## src/fgp_pkg.sv

```systemverilog
// package for the five bit port: register offsets, field positions, reset values
package fgp_pkg;
	localparam int FGP_PINS = 5;
	localparam logic [7:0] FGP_OFS_DATA = 8'h00;
	localparam logic [7:0] FGP_OFS_OE = 8'h04;
	localparam logic [7:0] FGP_OFS_FS1 = 8'h08;
	localparam logic [7:0] FGP_OFS_FS3 = 8'h10;
	localparam logic [7:0] FGP_OFS_OD = 8'h28;
	localparam logic [7:0] FGP_OFS_PU = 8'h2c;
	localparam logic [7:0] FGP_OFS_IE = 8'h38;
	localparam logic [7:0] FGP_OFS_STOP = 8'h3c;
	// writable bit masks of the function selects
	localparam logic [4:0] FGP_FS1_MASK = 5'h03;
	localparam logic [4:0] FGP_FS3_MASK = 5'h1c;
	// field positions
	localparam int FGP_FS1_TRACE2 = 0;
	localparam int FGP_FS1_TRACE3 = 1;
	localparam int FGP_FS3_TMR4 = 2;
	localparam int FGP_FS3_TMR5 = 3;
	localparam int FGP_FS3_EXTERNAL_INTERRUPT_EIGHT = 4;
	localparam logic [4:0] FGP_RST = 5'h00;
	typedef struct packed {
		logic [4:0] data;
		logic [4:0] oe;
		logic [4:0] fs1;
		logic [4:0] fs3;
		logic [4:0] od;
		logic [4:0] pu;
		logic [4:0] ie;
		logic stop;
		logic ack;
		logic [31:0] rdat;
	} fgp_state_t;
endpackage : fgp_pkg

```

## src/fgp_port.sv

```systemverilog
// five bit gpio port with alternate function mux and wishbone registers
`timescale 1ns/10ps
`default_nettype none
module fgp_port
	import fgp_pkg::*;
(
	// system
	input wire logic clk,
	input wire logic reset_n,
	// wishbone slave
	input wire logic wb_cyc_i,
	input wire logic wb_stb_i,
	input wire logic wb_we_i,
	input wire logic [7:0] wb_adr_i,
	input wire logic [3:0] wb_sel_i,
	input wire logic [31:0] wb_dat_i,
	output logic [31:0] wb_dat_o,
	output logic wb_ack_o,
	output logic wb_err_o,
	// port pins, five signals each
	input wire logic [4:0] port_pins_i,
	output logic [4:0] port_pins_o,
	output logic [4:0] port_pins_oe,
	output logic [4:0] port_pins_pu,
	output logic [4:0] port_pins_ie,
	// alternate function peripherals
	input wire logic trace_line_two,
	input wire logic trace_line_three,
	input wire logic timer_four_output,
	input wire logic timer_five_output,
	output logic external_interrupt_eight,
	// stop low-power mode indication
	output logic stop_mode
);
	fgp_state_t st_ff;
	fgp_state_t nxt_st;
	logic req;
	logic hit;
	logic [4:0] alt_sel;
	logic [4:0] alt_val;
	logic [4:0] out_val;
	logic [4:0] drv_en;

	function automatic logic [4:0] wr5(input logic [4:0] old, input logic [31:0] d,
		input logic [3:0] sel, input logic [4:0] mask);
		wr5 = sel[0] ? (d[4:0] & mask) : old;
	endfunction : wr5

	assign req = wb_cyc_i && wb_stb_i && !st_ff.ack;
	always_comb begin
		unique case (wb_adr_i)
			FGP_OFS_DATA, FGP_OFS_OE, FGP_OFS_FS1, FGP_OFS_FS3,
			FGP_OFS_OD, FGP_OFS_PU, FGP_OFS_IE, FGP_OFS_STOP: hit = 1'b1;
			default: hit = 1'b0;
		endcase
	end

	// alternate function mux: the disjoint FS1 and FS3 masks give each pin at most one function
	always_comb begin
		alt_sel = (st_ff.fs1 & FGP_FS1_MASK) | (st_ff.fs3 & FGP_FS3_MASK);
		alt_val = 5'h00;
		alt_val[0] = trace_line_two;
		alt_val[1] = trace_line_three;
		alt_val[2] = timer_four_output;
		alt_val[3] = timer_five_output;
		// the interrupt pin is an input function, it never drives
		alt_sel[FGP_FS3_EXTERNAL_INTERRUPT_EIGHT] = 1'b0;
		out_val = (alt_sel & alt_val) | (~alt_sel & st_ff.data);
	end

	// per-pin driver: open-drain drives only low
	always_comb begin
		drv_en = st_ff.oe & ~(st_ff.od & out_val);
		port_pins_o = out_val & ~st_ff.od;
		port_pins_oe = drv_en;
		port_pins_pu = st_ff.pu;
		port_pins_ie = st_ff.ie;
		// interrupt passes regardless of function select
		external_interrupt_eight = st_ff.ie[FGP_FS3_EXTERNAL_INTERRUPT_EIGHT] && !st_ff.stop
			&& port_pins_i[FGP_FS3_EXTERNAL_INTERRUPT_EIGHT];
		stop_mode = st_ff.stop;
		wb_dat_o = st_ff.rdat;
		wb_ack_o = st_ff.ack;
		wb_err_o = 1'b0;
	end

	always_comb begin
		nxt_st = st_ff;
		nxt_st.ack = req;
		if (req && wb_we_i && hit) begin
			unique case (wb_adr_i)
				FGP_OFS_DATA: nxt_st.data = wr5(st_ff.data, wb_dat_i, wb_sel_i, 5'h1f);
				FGP_OFS_OE: nxt_st.oe = wr5(st_ff.oe, wb_dat_i, wb_sel_i, 5'h1f);
				FGP_OFS_FS1: nxt_st.fs1 = wr5(st_ff.fs1, wb_dat_i, wb_sel_i, FGP_FS1_MASK);
				FGP_OFS_FS3: nxt_st.fs3 = wr5(st_ff.fs3, wb_dat_i, wb_sel_i, FGP_FS3_MASK);
				FGP_OFS_OD: nxt_st.od = wr5(st_ff.od, wb_dat_i, wb_sel_i, 5'h1f);
				FGP_OFS_PU: nxt_st.pu = wr5(st_ff.pu, wb_dat_i, wb_sel_i, 5'h1f);
				FGP_OFS_IE: nxt_st.ie = wr5(st_ff.ie, wb_dat_i, wb_sel_i, 5'h1f);
				default: begin
					if (wb_sel_i[0])
						nxt_st.stop = wb_dat_i[0];
				end
			endcase
		end
		nxt_st.rdat = 32'h0000_0000;
		if (req && !wb_we_i && hit) begin
			unique case (wb_adr_i)
				// pins read where input enabled, else zero
				FGP_OFS_DATA: nxt_st.rdat[4:0] = port_pins_i & st_ff.ie;
				FGP_OFS_OE: nxt_st.rdat[4:0] = st_ff.oe;
				FGP_OFS_FS1: nxt_st.rdat[4:0] = st_ff.fs1;
				FGP_OFS_FS3: nxt_st.rdat[4:0] = st_ff.fs3;
				FGP_OFS_OD: nxt_st.rdat[4:0] = st_ff.od;
				FGP_OFS_PU: nxt_st.rdat[4:0] = st_ff.pu;
				FGP_OFS_IE: nxt_st.rdat[4:0] = st_ff.ie;
				default: nxt_st.rdat[0] = st_ff.stop;
			endcase
		end
	end

	always_ff @(posedge clk) begin
		if (!reset_n) begin
			st_ff <= '0;
		end else begin
			st_ff <= nxt_st;
		end
	end
endmodule : fgp_port
`default_nettype wire

```

## config.mk

```make
export PLATFORM = sky130hd
export DESIGN_NAME = fgp_port
export DESIGN_NICKNAME = d
export VERILOG_FILES = /design/src/fgp_pkg.sv /design/src/fgp_port.sv
export SDC_FILE = /design/constraint.sdc
export NUM_CORES = 1
export LEC_CHECK = 0
export BUFFER_PORTS_ARGS = -buffer_cell sky130_fd_sc_hd__buf_2
export CORE_MARGIN = 8
export CORE_UTILIZATION = 40
export CTS_CLUSTER_DIAMETER = 60
export DETAILED_ROUTE_END_ITERATION = 6
export PLACE_DENSITY_LB_ADDON = 0.15
export RECOVER_POWER = 25
export SYNTH_ARGS = -nofsm -noshare
export SYNTH_HDL_FRONTEND = slang
export SYNTH_SLANG_ARGS = --single-unit
```

## constraint.sdc

```tcl
create_clock -name clk -period 3.15 [get_ports clk]
set_input_delay 0.63 -clock clk [delete_from_list [all_inputs] [get_ports clk]]
set_output_delay 0.63 -clock clk [all_outputs]
set_load 0.05 [all_outputs]
```

==> impl_metrics.json <==
{
  "vias": 1695,
  "clk_latency_ns": 0.29,
  "final.period_utilization": 0.7617,
  "finalSetupViolations": 0,
  "ys_ff_latch": 37,
  "fin_crit_ns": 2.399,
  "track_usage": 0.1274,
  "num_antenna_cells": 0,
  "grt_max_degree": 37,
  "setup-tns-final_ns": 0,
  "antenna_found_initial": 0,
  "drc": 0,
  "area_growth_pct": 9.619,
  "holdBufCountCts": 0,
  "core_area_um2": 5405,
  "synth_cell_type_count": 39,
  "firstDrtPassIters": 4,
  "avgRoutedWirePerCell_um": 14.26,
  "avgSynthCellArea_um2": 8.554,
  "netlist_area_um2": 2198,
  "power_mw": 1.043,
  "grt_pass1_wl_mm": 8.604,
  "die_area_um2": 8124,
  "grt_pass1_vias": 1713,
  "num_rows": 27,
  "die_height_um": 90.14,
  "slowest_delay_ns": 0.69,
  "cp-start-kind": "input port",
  "globalplace.congestion": 0.7694,
  "max_freq_ghz": 0.4168,
  "drv_slew": 0,
  "io_pins": 114,
  "cts_tree": "built",
  "peakVddDrop_mv": 0.1740,
  "start_util": 0.4067,
  "routed_wl_mm": 5.218,
  "hold_violations": 0,
  "cts_buffers": 5,
  "required_ns": 3.36,
  "arrival_ns": 2.61,
  "first_iter_violations": 103,
  "fin_skew_ns": 0.01032,
  "slowest_stage": "or4_1",
  "yosys_warnings": 0,
  "crit_chain": "buf_2 > or4_4 > or4_1 > nor2_2 > mux2i_1",
  "seq_area_frac_synth": 0.3369,
  "cts_buffer_depth": 2,
  "die_w_um": 90.14,
  "cp-end-kind": "flop",
  "power_density_nw_per_um2": 432.8,
  "nets": 351,
  "path_clk_slew_ns": 0.08,
  "max_slew_margin": 0.5998,
  "grt_setup_unrepaired": "no",
  "via_per_inst": 4.631,
  "drive_gt1_frac": 0.2041,
  "cts_root_buffer": "clkbuf_8",
  "layout_commonest_cell": "nand2_1",
  "leakage_nw": 0.9129,
  "cts_sinks": 37,
  "htree_levels": 2,
  "outcome": "complete, no violations",
  "cts_resized": 0,
  "ant_nets": 0,
  "port_buffers": 55,
  "path_max_fanout": 5,
  "cts_setup_buffers": 0,
  "tightest_slew_ns": 0.5970,
  "synthCells": 257,
  "max_cap_violations": 0,
  "most-common-layout-cells": "nand2_1, buf_2, mux2i_1",
  "dp_hpwl_mm": 3.899,
  "min_path_type": "reg2reg",
  "grt.overflow.total": 0,
  "crit_type": "in2reg"
}
[registers in the layout, indices dropped and copies added, names as in the netlist]
name,count
st_ff,20
stop_mode,1
wb_dat_o,5
port_pins_pu,5
port_pins_ie,5
wb_ack_o,1
[cell type report]
cell class	count	area, µm²
Clock buffer	7	86.33
Clock inverter	1	30.03
Fill cell	562	2995
Inverter	6	22.52
Multi-Input combinational cell	185	1161
Sequential cell	37	740.7
Tap cell	72	90.09
Timing Repair Buffer	58	279.0
[critical path: cells and delay by family]
kind | cells | cell delay, ns
simple gates | 3 | 1.65
mux | 1 | 0.23
buf+inv | 1 | 0.09
[Yosys cell counts (all sizes together)]
library cell / instances / area share
nor3: 4 / 0.017
or3b: 3 / 0.012
nor2: 11 / 0.020
nand3b: 4 / 0.014
nor2b: 5 / 0.014
a21boi: 2 / 0.0068
a21oi: 8 / 0.018
mux2i: 38 / 0.17
o2bb2ai: 3 / 0.012
o21a: 5 / 0.017
a211oi: 1 / 0.0034
o21ai: 5 / 0.011
nor4b: 1 / 0.0040
buf: 47 / 0.16
nor4: 1 / 0.0097
nand3: 3 / 0.0068
nor3b: 2 / 0.0091
o32ai: 1 / 0.0040
a21o: 1 / 0.0034
o31ai: 1 / 0.0034
a32oi: 1 / 0.0040
or4: 3 / 0.014
inv: 6 / 0.010
a2111oi: 1 / 0.0040
o211ai: 2 / 0.0068
dfxtp: 37 / 0.34
and4b: 1 / 0.0046
nand2: 47 / 0.080
conb: 1 / 0.0017
and3: 1 / 0.0028
a31oi: 2 / 0.0057
clkbuf: 9 / 0.015
[routing by layer]
metal,vias to the layer above,GRT usage,part of all wire
met3,4,0.05154,0.073
met4,0,0.04161,0.0063
met2,57,0.1939,0.45
li1,874,-,-
met5,-,0,0
met1,760,0.1591,0.48
[power by group]
| part | total (mW) | switching (mW) | internal [mW] |
|---|---|---|---|
| registers | 0.468 | 0.000349 | 0.468 |
| clock network | 0.432 | 0.174 | 0.258 |
| logic | 0.142 | 0.119 | 0.0238 |
[path summary, 6_finish.rpt]
kind | start | endpoint | slack, ns | depth (start not counted)
worst min register to register | st_ff[64] | st_ff[64] | 0.46 | 2
worst max register to register | wb_ack_o | port_pins_pu[4] | 1.26 | 4
worst max-delay path | wb_adr_i[1] | port_pins_pu[4] | 0.75 | 5
worst min-delay path | st_ff[64] | st_ff[64] | 0.46 | 2
[metrics by stage]
stage	instance area, µm²	utilization	hold WS [ns]	instances	setup slack, ns
floorplan	2300	-	0.4341	284	0.7692
global placement	2312	0.4278	0.4433	358	0.4614
detailed placement	2312	0.4278	0.4513	358	0.4480
CTS	2429	0.4493	0.4625	366	0.7455
global route	2410	0.4458	0.4850	366	0.6626
finish	2410	0.4458	0.4628	366	0.7506
[logic make-up after synthesis]
| kind of cell | Yosys count | share of synthesized area |
|---|---|---|
| AO/OA/AOI/OAI | 33 | 0.1002 |
| buffers and inverters | 62 | 0.1810 |
| flip-flops | 37 | 0.3369 |
| multiplexers | 38 | 0.1730 |
| other | 1 | 0.001706 |
| AND/OR/NAND/NOR | 86 | 0.2072 |
No activity file was read; power rests on OpenSTA's default activity.
